===== src/core/rsim_map.svh =====
// Operation
// - Two-bit maximum recovered-clock rate: 00 unknown, 01 128x, 10 256x, 11 512x.
// - Estimate frame rate, pick rate code, drive it to synth and status.
// - Channel status CRC error flag is bit 7, high on error.
// - Subframe parity error flag is bit 6, high on error.
// - Validity flag bit 5 is low for valid, high for invalid audio.
// - Biphase coding violation flag is bit 4, high on violation.
// - Subcode change flag bit 3 is high when Q-channel data changes.
// - Lock-loss flag bit 2 is high when decoder or synth is unlocked.
// - Subcode CRC error flag is bit 1, high on error.
// - Buffer transfer done flag bit 0 is high when transfer completes.
// - A status flag raises the interrupt only when its enable bit is set.
// - Enable bits mirror flag positions; 0 masks, which is the reset value.
// - Slip is detected only when the tracked port runs in slave mode.
// - Slip tracks the sole sourced port, or port A when both are sourced.
// - Unused status bits always read back as zero.
// - Slip interrupt gated by second mask bit 0, masked after reset.
// - Per-source mode: 00 rising, 01 falling, 10 level, 11 reserved.
`ifndef RSIM_MAP_SVH
`define RSIM_MAP_SVH

`define RSIM_ADDR_RATE 8'h13
`define RSIM_ADDR_ERR 8'h14
`define RSIM_ADDR_SLIP 8'h15
`define RSIM_ADDR_MASK1 8'h16
`define RSIM_ADDR_MASK2 8'h17
`define RSIM_ADDR_MODE1 8'h18
`define RSIM_ADDR_MODE2 8'h19

`define RSIM_RATE_HI_BIT 2
`define RSIM_RATE_LO_BIT 0
`define RSIM_SLIP_BIT 0
`define RSIM_SLIP_MASK_BIT 0

`define RSIM_MASK_RESET 8'h00
`define RSIM_MODE_RESET 8'h00

`define RSIM_CLK_HZ 40000000
`define RSIM_FS_512_MAX_HZ 54000
`define RSIM_FS_256_MAX_HZ 108000
`define RSIM_PERIOD_512_CYC (`RSIM_CLK_HZ / `RSIM_FS_512_MAX_HZ)
`define RSIM_PERIOD_256_CYC (`RSIM_CLK_HZ / `RSIM_FS_256_MAX_HZ)
`define RSIM_FRAME_TIMEOUT_US 100
`define RSIM_FRAME_TIMEOUT_CYC (`RSIM_FRAME_TIMEOUT_US * (`RSIM_CLK_HZ / 1000000))

`endif


===== src/core/rsim_pkg.sv =====
package rsim_pkg;

    typedef enum logic [1:0] {
        RSIM_RATE_NONE = 2'h0,
        RSIM_RATE_128 = 2'h1,
        RSIM_RATE_256 = 2'h2,
        RSIM_RATE_512 = 2'h3
    } rsim_rate_type;

    typedef enum logic [1:0] {
        RSIM_TRIG_RISE = 2'h0,
        RSIM_TRIG_FALL = 2'h1,
        RSIM_TRIG_LEVEL = 2'h2,
        RSIM_TRIG_RSVD = 2'h3
    } rsim_trig_type;

    typedef enum logic [1:0] {
        RSIM_MEAS_IDLE = 2'b00,
        RSIM_MEAS_FIRST = 2'b01,
        RSIM_MEAS_RUN = 2'b11
    } rsim_meas_type;

    // Field order gives bit 7 down to bit 0 of the error status register
    typedef struct packed {
        logic cs_crc;
        logic parity;
        logic validity;
        logic biphase;
        logic sub_change;
        logic lock_loss;
        logic sub_crc;
        logic xfer_done;
    } rsim_rx_status_type;

    typedef struct packed {
        logic cs_crc_err;
        logic parity_err;
        logic validity_bad;
        logic biphase_err;
        logic subcode_changed;
        logic decoder_locked;
        logic synth_locked;
        logic subcode_crc_err;
        logic xfer_done;
    } rsim_rx_cond_type;

    typedef struct packed {
        logic port_a_src;
        logic port_a_slave;
        logic port_a_slip;
        logic port_b_src;
        logic port_b_slave;
        logic port_b_slip;
    } rsim_slip_type;

endpackage


===== src/core/rsim_status_irq.sv =====
`timescale 1ns/10ps
`default_nettype none
`include "rsim_map.svh"
module rsim_status_irq
    import rsim_pkg::*;
#(
    parameter int FRAME_TIMEOUT_CYC = `RSIM_FRAME_TIMEOUT_CYC,
    parameter int NUM_SRC = 9
) (
    input wire logic clock_in,
    input wire logic rst_in,
    input wire logic [7:0] reg_addr_in,
    input wire logic reg_wr_in,
    input wire logic [7:0] reg_wdata_in,
    input wire logic reg_rd_in,
    output logic [7:0] reg_rdata_out,
    input wire rsim_rx_cond_type rx_cond_in,
    input wire logic frame_strobe_in,
    input wire rsim_slip_type slip_in,
    output logic [1:0] recovered_clock_rate_out,
    output logic irq_out
);
    localparam logic [11:0] TH_512 = 12'(`RSIM_PERIOD_512_CYC);
    localparam logic [11:0] TH_256 = 12'(`RSIM_PERIOD_256_CYC);
    localparam logic [11:0] TIMEOUT = 12'(FRAME_TIMEOUT_CYC);

    // ------------------------------------------------------------
    // Frame rate estimate
    // ------------------------------------------------------------
    rsim_meas_type meas;
    rsim_meas_type next_meas;
    logic [11:0] period_cnt;
    logic [11:0] next_period_cnt;
    rsim_rate_type rate;
    rsim_rate_type next_rate;
    logic locked;

    assign locked = rx_cond_in.decoder_locked && rx_cond_in.synth_locked;

    always_comb begin
        next_meas = meas;
        next_rate = rate;
        next_period_cnt = (period_cnt == TIMEOUT) ? period_cnt : period_cnt + 12'h001;
        case (meas)
            RSIM_MEAS_IDLE: begin
                if (frame_strobe_in && locked) begin
                    next_meas = RSIM_MEAS_FIRST;
                    next_period_cnt = 12'h000;
                end
            end
            RSIM_MEAS_FIRST, RSIM_MEAS_RUN: begin
                if (frame_strobe_in) begin
                    next_meas = RSIM_MEAS_RUN;
                    next_period_cnt = 12'h000;
                    // slower frames allow a higher multiple
                    if (period_cnt >= TH_512) begin
                        next_rate = RSIM_RATE_512;
                    end else if (period_cnt >= TH_256) begin
                        next_rate = RSIM_RATE_256;
                    end else begin
                        next_rate = RSIM_RATE_128;
                    end
                end else if (period_cnt == TIMEOUT) begin
                    next_meas = RSIM_MEAS_IDLE;
                    next_rate = RSIM_RATE_NONE;
                end
            end
            default: begin
                next_meas = RSIM_MEAS_IDLE;
                next_rate = RSIM_RATE_NONE;
            end
        endcase
        if (!locked) begin
            next_meas = RSIM_MEAS_IDLE;
            next_rate = RSIM_RATE_NONE;
        end
    end

    always_ff @(posedge clock_in) begin
        if (rst_in) begin
            meas <= RSIM_MEAS_IDLE;
            period_cnt <= 12'h000;
            rate <= RSIM_RATE_NONE;
        end else begin
            meas <= next_meas;
            period_cnt <= next_period_cnt;
            rate <= next_rate;
        end
    end

    // same code to the synth and the status
    assign recovered_clock_rate_out = rate;

    // ------------------------------------------------------------
    // Status flags
    // ------------------------------------------------------------
    rsim_rx_status_type err_status;
    rsim_rx_status_type next_err_status;
    logic slip_flag;
    logic next_slip_flag;
    logic slip_event;
    logic rd_err;
    logic rd_slip;

    assign rd_err = reg_rd_in && (reg_addr_in == `RSIM_ADDR_ERR);
    assign rd_slip = reg_rd_in && (reg_addr_in == `RSIM_ADDR_SLIP);

    always_comb begin
        next_err_status.cs_crc = rx_cond_in.cs_crc_err;
        next_err_status.parity = rx_cond_in.parity_err;
        next_err_status.validity = rx_cond_in.validity_bad;
        next_err_status.biphase = rx_cond_in.biphase_err;
        next_err_status.sub_change = rx_cond_in.subcode_changed;
        next_err_status.lock_loss = !locked;
        next_err_status.sub_crc = rx_cond_in.subcode_crc_err;
        next_err_status.xfer_done = rx_cond_in.xfer_done;
    end

    always_comb begin
        // port A wins when both are sourced
        if (slip_in.port_a_src) begin
            slip_event = slip_in.port_a_slave && slip_in.port_a_slip;
        end else if (slip_in.port_b_src) begin
            slip_event = slip_in.port_b_slave && slip_in.port_b_slip;
        end else begin
            slip_event = 1'b0;
        end
        // sticky until read, set beats clear
        if (slip_event) begin
            next_slip_flag = 1'b1;
        end else if (rd_slip) begin
            next_slip_flag = 1'b0;
        end else begin
            next_slip_flag = slip_flag;
        end
    end

    always_ff @(posedge clock_in) begin
        if (rst_in) begin
            err_status <= '0;
            slip_flag <= 1'b0;
        end else begin
            err_status <= next_err_status;
            slip_flag <= next_slip_flag;
        end
    end

    // ------------------------------------------------------------
    // Mask and mode registers
    // ------------------------------------------------------------
    logic [7:0] mask1;
    logic [7:0] next_mask1;
    logic mask2;
    logic next_mask2;
    logic [7:0] mode1;
    logic [7:0] next_mode1;
    logic [7:0] mode2;
    logic [7:0] next_mode2;

    always_comb begin
        next_mask1 = mask1;
        next_mask2 = mask2;
        next_mode1 = mode1;
        next_mode2 = mode2;
        if (reg_wr_in) begin
            case (reg_addr_in)
                `RSIM_ADDR_MASK1: next_mask1 = reg_wdata_in;
                `RSIM_ADDR_MASK2: next_mask2 = reg_wdata_in[`RSIM_SLIP_MASK_BIT];
                `RSIM_ADDR_MODE1: next_mode1 = reg_wdata_in;
                `RSIM_ADDR_MODE2: next_mode2 = reg_wdata_in;
                default: next_mask1 = mask1;
            endcase
        end
    end

    always_ff @(posedge clock_in) begin
        if (rst_in) begin
            mask1 <= `RSIM_MASK_RESET;
            mask2 <= 1'b0;
            mode1 <= `RSIM_MODE_RESET;
            mode2 <= `RSIM_MODE_RESET;
        end else begin
            mask1 <= next_mask1;
            mask2 <= next_mask2;
            mode1 <= next_mode1;
            mode2 <= next_mode2;
        end
    end

    // ------------------------------------------------------------
    // Interrupt sources
    // ------------------------------------------------------------
    logic [NUM_SRC-1:0] src_flag;
    logic [NUM_SRC-1:0] src_clear;
    logic [NUM_SRC-1:0] src_enable;
    logic [NUM_SRC-1:0] pending;
    logic [2*NUM_SRC-1:0] src_mode;
    logic next_irq;
    logic irq;

    // Slip has no mode field, so it stays on rising edge
    assign src_mode = {2'h0, mode2, mode1};
    assign src_flag = {slip_flag, err_status};
    assign src_clear = {rd_slip, {8{rd_err}}};
    // enable bit i guards flag bit i
    assign src_enable = {mask2, mask1};

    genvar gi;
    generate
        for (gi = 0; gi < NUM_SRC; gi = gi + 1) begin : g_src
            rsim_trigger u_trig (
                .clock_in(clock_in),
                .rst_in(rst_in),
                .flag_in(src_flag[gi]),
                .mode_in(src_mode[2*gi+1:2*gi]),
                .clear_in(src_clear[gi]),
                .pending_out(pending[gi])
            );
        end
    endgenerate

    assign next_irq = |(pending & src_enable);

    always_ff @(posedge clock_in) begin
        if (rst_in) begin
            irq <= 1'b0;
        end else begin
            irq <= next_irq;
        end
    end

    assign irq_out = irq;

    // ------------------------------------------------------------
    // Register read port
    // ------------------------------------------------------------
    logic [7:0] rdata;
    logic [7:0] next_rdata;

    always_comb begin
        next_rdata = rdata;
        if (reg_rd_in) begin
            case (reg_addr_in)
                `RSIM_ADDR_RATE: next_rdata = {5'h00, rate[1], 1'b0, rate[0]};
                `RSIM_ADDR_ERR: next_rdata = err_status;
                `RSIM_ADDR_SLIP: next_rdata = {7'h00, slip_flag};
                `RSIM_ADDR_MASK1: next_rdata = mask1;
                `RSIM_ADDR_MASK2: next_rdata = {7'h00, mask2};
                `RSIM_ADDR_MODE1: next_rdata = mode1;
                `RSIM_ADDR_MODE2: next_rdata = mode2;
                default: next_rdata = 8'h00;
            endcase
        end
    end

    always_ff @(posedge clock_in) begin
        if (rst_in) begin
            rdata <= 8'h00;
        end else begin
            rdata <= next_rdata;
        end
    end

    assign reg_rdata_out = rdata;
endmodule
`default_nettype wire


===== src/core/rsim_trigger.sv =====
`timescale 1ns/10ps
`default_nettype none
module rsim_trigger
    import rsim_pkg::*;
(
    input wire logic clock_in,
    input wire logic rst_in,
    input wire logic flag_in,
    input wire logic [1:0] mode_in,
    input wire logic clear_in,
    output logic pending_out
);
    logic prev;
    logic pending;
    logic next_pending;

    always_comb begin
        next_pending = pending;
        case (rsim_trig_type'(mode_in))
            RSIM_TRIG_RISE: begin
                // New edge beats a clear in the same cycle
                if (flag_in && !prev) begin
                    next_pending = 1'b1;
                end else if (clear_in) begin
                    next_pending = 1'b0;
                end
            end
            RSIM_TRIG_FALL: begin
                if (!flag_in && prev) begin
                    next_pending = 1'b1;
                end else if (clear_in) begin
                    next_pending = 1'b0;
                end
            end
            RSIM_TRIG_LEVEL: begin
                next_pending = flag_in;
            end
            default: begin
                next_pending = 1'b0;
            end
        endcase
    end

    always_ff @(posedge clock_in) begin
        if (rst_in) begin
            prev <= 1'b0;
            pending <= 1'b0;
        end else begin
            prev <= flag_in;
            pending <= next_pending;
        end
    end

    assign pending_out = pending;
endmodule
`default_nettype wire


===== config.mk =====
export PLATFORM = sky130hd
export DESIGN_NAME = rsim_status_irq
export DESIGN_NICKNAME = d
export VERILOG_FILES = /design/src/core/rsim_pkg.sv /design/src/core/rsim_status_irq.sv /design/src/core/rsim_trigger.sv
export VERILOG_INCLUDE_DIRS = /design/src /design/src/core
export SDC_FILE = /design/constraint.sdc
export NUM_CORES = 1
export LEC_CHECK = 0
export ABC_AREA = 1
export BUFFER_PORTS_ARGS = -buffer_cell sky130_fd_sc_hd__clkbuf_2
export CAP_MARGIN = 40
export CORE_MARGIN = 2
export CORE_UTILIZATION = 57
export DETAILED_ROUTE_END_ITERATION = 12
export PLACE_DENSITY = 0.86
export SYNTH_ARGS = -nofsm -noshare
export SYNTH_HDL_FRONTEND = slang
export SYNTH_SLANG_ARGS = --single-unit

===== constraint.sdc =====
create_clock -name clock_in -period 1.9 [get_ports clock_in]
set_clock_uncertainty 0.1 [all_clocks]
set_input_delay 0.38 -clock clock_in [delete_from_list [all_inputs] [get_ports clock_in]]
set_output_delay 0.38 -clock clock_in [all_outputs]
set_load 0.01 [all_outputs]

After elaboration in Yosys (flattened, before gate mapping)
Index checks and enable logic that the tools add are counted.
{"block": "totals", "ff_bits": 77, "input_bits": 36, "out_inout_bits": 11, "word_cells": 181}
{"block": "classes", "add_sub_neg": 1, "magnitude_cmp": 2, "eq_ne": 28, "muxes": 50, "bitwise_logic": 3, "reduce_logical": 61}
{"operator": "$eq A8 B5 Y1 const B", "count": 7}
{"operator": "$pmux W8 S7", "count": 1}
{"operator": "$mux W12", "count": 3}
{"operator": "$mux W1", "count": 29}
{"operator": "$pmux W1 S3", "count": 8}
{"operator": "$pmux W12 S2", "count": 1}
{"operator": "$logic_and A1 B1 Y1", "count": 23}
{"operator": "$eq A2 B1 Y1 const B", "count": 9}
{"operator": "$eq A2 B2 Y1 const B", "count": 9}
{"operator": "$logic_not A1 Y1", "count": 18}
{"operator": "$logic_not A2 Y1", "count": 9}
{"operator": "$add A12 B1 Y12 const B", "count": 1}
{"operator": "$eq A12 B12 Y1 const B", "count": 1}
{"operator": "$ge A12 B10 Y1 const B", "count": 1}
{"operator": "$ge A12 B9 Y1 const B", "count": 1}
{"operator": "$mux W2", "count": 6}
{"operator": "$reduce_and A2 Y1", "count": 6}
{"operator": "$and A9 B9 Y9", "count": 1}
{"operator": "$reduce_or A9 Y1", "count": 1}
{"operator": "$pmux W2 S2", "count": 2}
{"operator": "$reduce_bool A2 Y1", "count": 2}
{"operator": "$reduce_or A2 Y1", "count": 2}
{"operator": "$ne A3 B3 Y1 const B", "count": 1}
{"operator": "$ne A2 B2 Y1 const B", "count": 1}
{"operator": "$not A1 Y1", "count": 2}

Depth between registers and ports, before layout
{"block": "depth", "depth_word": 5, "ltp_mapped": 11, "ltp_nobuf": 9}

Modules after synthesis
Synthesis repeated with hierarchy kept, for this count alone.
{"block": "unflattened", "cells_unflattened": 510, "area_unflattened_um2": 3758.6}
{"module": "rsim_status_irq", "instances": 1, "cells_each": 384, "area_each_um2": 2891.5, "seq_area_each_um2": 1181.1}
{"module": "rsim_trigger", "instances": 9, "cells_each": 14, "area_each_um2": 96.3, "seq_area_each_um2": 40.0}

Least setup slack after synthesis
No wires, ideal clock.
{"block": "synth_path", "path_type": "input-to-reg", "from": "in reg_addr_in[5]", "to": "reg mode1[1]", "setup_ns": 0.066, "t_arrival_ns": 1.238, "t_required_ns": 1.734, "path_slack_ns": 0.496, "stages": 9, "path_buffers": 2, "path_cell_list": "inv_1 > nand2_2 > nor2_4 > buf_8 > nand2_4 > nor2_8 > buf_6 > o21ai_1 > a21oi_2"}
{"block": "synth_between", "elab_chain_len": 2}
{"element": "start, declared", "line_no": "rsim_status_irq.sv:12", "source": "input wire logic [7:0] reg_addr_in,"}
{"element": "$eq A8 B5 Y1", "line_no": "rsim_status_irq.sv:166", "source": "case (reg_addr_in)"}
{"element": "$reduce_and A2 Y1 (no line)"}
{"element": "end signal, assigned", "line_no": "rsim_status_irq.sv:180", "source": "mode1 <= `RSIM_MODE_RESET;"}
{"element": "end signal, assigned", "line_no": "rsim_status_irq.sv:185", "source": "mode1 <= next_mode1;"}
{"element": "end, declared", "line_no": "rsim_status_irq.sv:155", "source": "logic [7:0] mode1;"}
No other way between the ends.
A chain may end at the register's enable or synchronous reset.

Final worst setup path
{"block": "layout_path", "from": "reg period_cnt[0]", "to": "reg rate[1], in the netlist recovered_clock_rate_out[1]"}
{"block": "layout_between", "elab_chain_len": 5, "word_cells_on_any_way": 9, "classes_between": "order compare (2); eq/ne (2); mux (4); reduce/logical (1)"}
{"element": "start, declared", "line_no": "rsim_status_irq.sv:32", "source": "logic [11:0] period_cnt;"}
{"element": "start signal, assigned", "line_no": "rsim_status_irq.sv:86", "source": "period_cnt <= next_period_cnt;"}
{"element": "$ge A12 B9 Y1", "line_no": "rsim_status_irq.sv:58", "source": "end else if (period_cnt >= TH_256) begin"}
{"element": "$mux W2", "line_no": "rsim_status_irq.sv:58"}
{"element": "$mux W2", "line_no": "rsim_status_irq.sv:56", "source": "if (period_cnt >= TH_512) begin"}
{"element": "$mux W2", "line_no": "rsim_status_irq.sv:52", "source": "if (frame_strobe_in) begin"}
{"element": "$pmux W2 S2", "line_no": "rsim_status_irq.sv:44", "source": "case (meas)"}
{"element": "end signal, assigned", "line_no": "rsim_status_irq.sv:87", "source": "rate <= next_rate;"}
{"element": "end, declared", "line_no": "rsim_status_irq.sv:34", "source": "rsim_rate_type rate;"}
Parallel ways exist; a longest one is shown, timed or not.

==> results.md <==
- Leak: 1.82 nW
- Post-Synth Simple-Gate Area: 0.254
- Xor/xnor cell area share of the yosys netlist: 0.00992
- Unrepaired setup endpoints after global routing: no
- Post_cts resized: 0
- Total core area: 0.00596 mm²
- Largest net degree at the start of global routing: 37
- PwrDens: 819 mW/mm²
- Post-synthesis compound-gate area fraction: 0.191
- DR iter-0 viols: 208
- Reg2reg setup slack: 290 ps
- Cells taking the most area after synthesis: dfxtp_1 (44%), nand2_1 (7.5%), a21oi_1 (7.5%), nand3_1 (6.7%), inv_1 (6.5%)
- Worst setup SP type: flip-flop
- Syn Nets: 508
- Initial antenna violation count: 0
- Setup ws final: 287 ps
- Syn_area_per_cell: 7.52 µm²
- Worst Path Max Fanout: 7
- Fmax: 620 MHz
- Slew Limit Headroom: 0.677
- Wirelength, routed: 8010 µm
- Critical Path End Type: flip-flop
- Mux contribution to synthesized area: 0
- Seq/Total Area, Yosys: 0.436
- Largest family of logic cells by synthesized area: simple AND/OR/NAND/NOR gates
- Fill count: 489
- Via count: 3,256
- Fin nets: 554
- Share of layout cells above drive strength 1: 0.177
- Clock network power share: 0.421
- Post-synthesis cell area: 0.00353 mm²
- Synth Instances: 470
- Internal power: 0.00254 W
- MaxCap Viol Count: 0
- DRT Pass-1 Iters: 5
- Top cell type's share of synthesized area: 0.436
- Num ports: 47
- Hold_buf cts: 0
- Place WS: 169 ps
- Clock latency on the worst-skew pair: 350 ps
- Starting Density: 0.593
- Global Route Usage Sum: 0.257
- Seq cells post-synth: 77
- Final period utilization: 0.849
- Net Switching: 0.000734 W
- Die area: 0.00684 mm²
- Slew Viols, Final: 0
- Required @ worst endpoint: 2040 ps
- Setup TNS Final: 0 ps
- DRC Markers: 0
- Reg2reg path depth: 9
- Htree depth: 3
- Yosys top cell by area: dfxtp_1
- Routed length per instance: 13.4 µm
- Least-Margin Pin Slew: 483 ps
- Switching Share: 0.224
- Synth Warn #: 0
- Status: complete, no violations
- WS Path Type: reg2reg
- Final Setup Violations: 0
- Number of antenna diodes: 0
- Clk root buf: clkbuf_8
- Vias in the first global route: 3,068
- Clock buffer count from CTS: 9
- Die height: 82.7 µm
- Worst-case vdd ir drop: 0.590 mV
- Power share of the combinational group: 0.067
- Hold Vio Cnt, Final: 0
- Unique masters post-synth: 28
- Buffers on Ports: 46
- Vias per cell: 5.46
- TritonCTS clock tree: done
- Setup Buffers After CTS: 0
- DP HPWL: 5960 µm
- Hold Crit Class: in2reg
- Global-route wire length before repair: 13,400 µm
- WP data arrival: 1750 ps
- Post-route antenna net violation count: 0
- Clock Sinks: 77
- Maximum clock path buffer count: 2
- Min-Delay Path Depth: 3
- Gpl congestion: 0.876
- Sequential share of power: 0.512
- Synthesized-area fraction occupied by adder cells: 0.00708
- Gr ovfl total: 0
- Area Growth Syn to Fin: 13.1%
- FP Rows: 28
- Min cycle time layout: 1610 ps
- Worst-path clk slew: 80 ps
- Die width: 82.7 µm
[power groups by stage]
stage                     clock [W]  sequential, W  combinational (W)
after floorplan                   0        0.00171           0.000149
after detailed placement          0        0.00171           0.000216
after global routing        0.00146        0.00168           0.000247
final                       0.00138        0.00168           0.000218
after CTS                   0.00140        0.00168           0.000218
after global placement            0        0.00171           0.000207
[per-stage QoR]
| stage | cell area (µm²) | instances | utilization | hold WS, ps | power (W) |
|---|---|---|---|---|---|
| floorplan | 3530 | 470 | - | 336 | 0.00185 |
| global placement | 3770 | 580 | 0.633 | 352 | 0.00192 |
| detailed placement | 3770 | 580 | 0.633 | 355 | 0.00193 |
| CTS | 4000 | 596 | 0.671 | 98.8 | 0.00330 |
| global route | 4000 | 596 | 0.671 | 124 | 0.00339 |
| finish | 4000 | 596 | 0.671 | 112 | 0.00327 |
[worst max-delay path: stages (launching register included)]
cell and delay (ps):
dfxtp_1 350, inv_1 80, ha_1 140, inv_1 40
nor3_1 180, nand3_1 240, nand3_1 160, nand2_1 80
nand2_1 60, a21oi_1 60
[layer usage]
metal / track usage / part of all wire / up-vias / wire (µm)
met5: 0 / 0 / - / 0
met3: 0.0554 / 0.058 / 18 / 465
li1: - / - / 1637 / -
met2: 0.442 / 0.48 / 103 / 3850
met1: 0.313 / 0.44 / 1498 / 3500
met4: 0.100 / 0.023 / 0 / 184
[synthesized netlist by cell type, drive strengths merged]
library cell	instances
dfxtp	77
ha	2
clkbuf	3
a21oi	57
nor3	6
xor2	4
o21ai	60
buf	12
a211o	7
nor2	46
inv	65
or2	1
nand3	47
nand2	79
a31oi	2
nand4	2
[final timing paths]
path,endpoint,startpoint
worst max register to register,recovered_clock_rate_out[1]$_SDFFE_PP0P_,period_cnt[0]$_SDFF_PP0_
worst min-delay path,err_status[5]$_SDFF_PP0_,rx_cond_in[6]
worst max-delay path,recovered_clock_rate_out[1]$_SDFFE_PP0P_,period_cnt[0]$_SDFF_PP0_
worst min register to register,reg_rdata_out[3]$_SDFFE_PP0P_,reg_rdata_out[3]$_SDFFE_PP0P_
[final cells by class]
class	count	area, µm²	area share
multi-input combinational	313	1630	0.408
sequential	77	1540	0.386
timing repair buffer	50	260	0.0651
clock inverter	4	70.1	0.0175
tap	75	93.8	0.0235
clock buffer	12	155	0.0388
inverter	65	244	0.0611
[cell usage in the layout, fill, tap and decap left out, types with 5 or more instances in the layout]
master,instances
dfxtp_1,77
nand2_1,71
inv_1,61
a21oi_1,53
nand3_1,47
clkbuf_2,46
o21ai_0,39
nor2_1,37
o21ai_1,21
clkbuf_8,11
a211o_1,7
nor3_1,5
[state kept, by name, summed over array words and instances (netlist names)]
| register | cells |
|---|---|
| period_cnt | 12 |
| g_src.u_trig.pending_out | 9 |
| g_src.u_trig.prev | 9 |
| err_status | 8 |
| mask1 | 8 |
| mode1 | 8 |
| mode2 | 8 |
| reg_rdata_out | 8 |
| meas | 2 |
| recovered_clock_rate_out | 2 |
| irq_out | 1 |
| mask2 | 1 |
| slip_flag | 1 |
[cell families after synthesis]
group,after synthesis
DFF,77
adders and majority gates,2
buffers and inverters,80
and+or+nand+nor,181
AOI/OAI and AO/OA,126
xor gates and xnor gates,4
(Power assumes the default switching activity.)
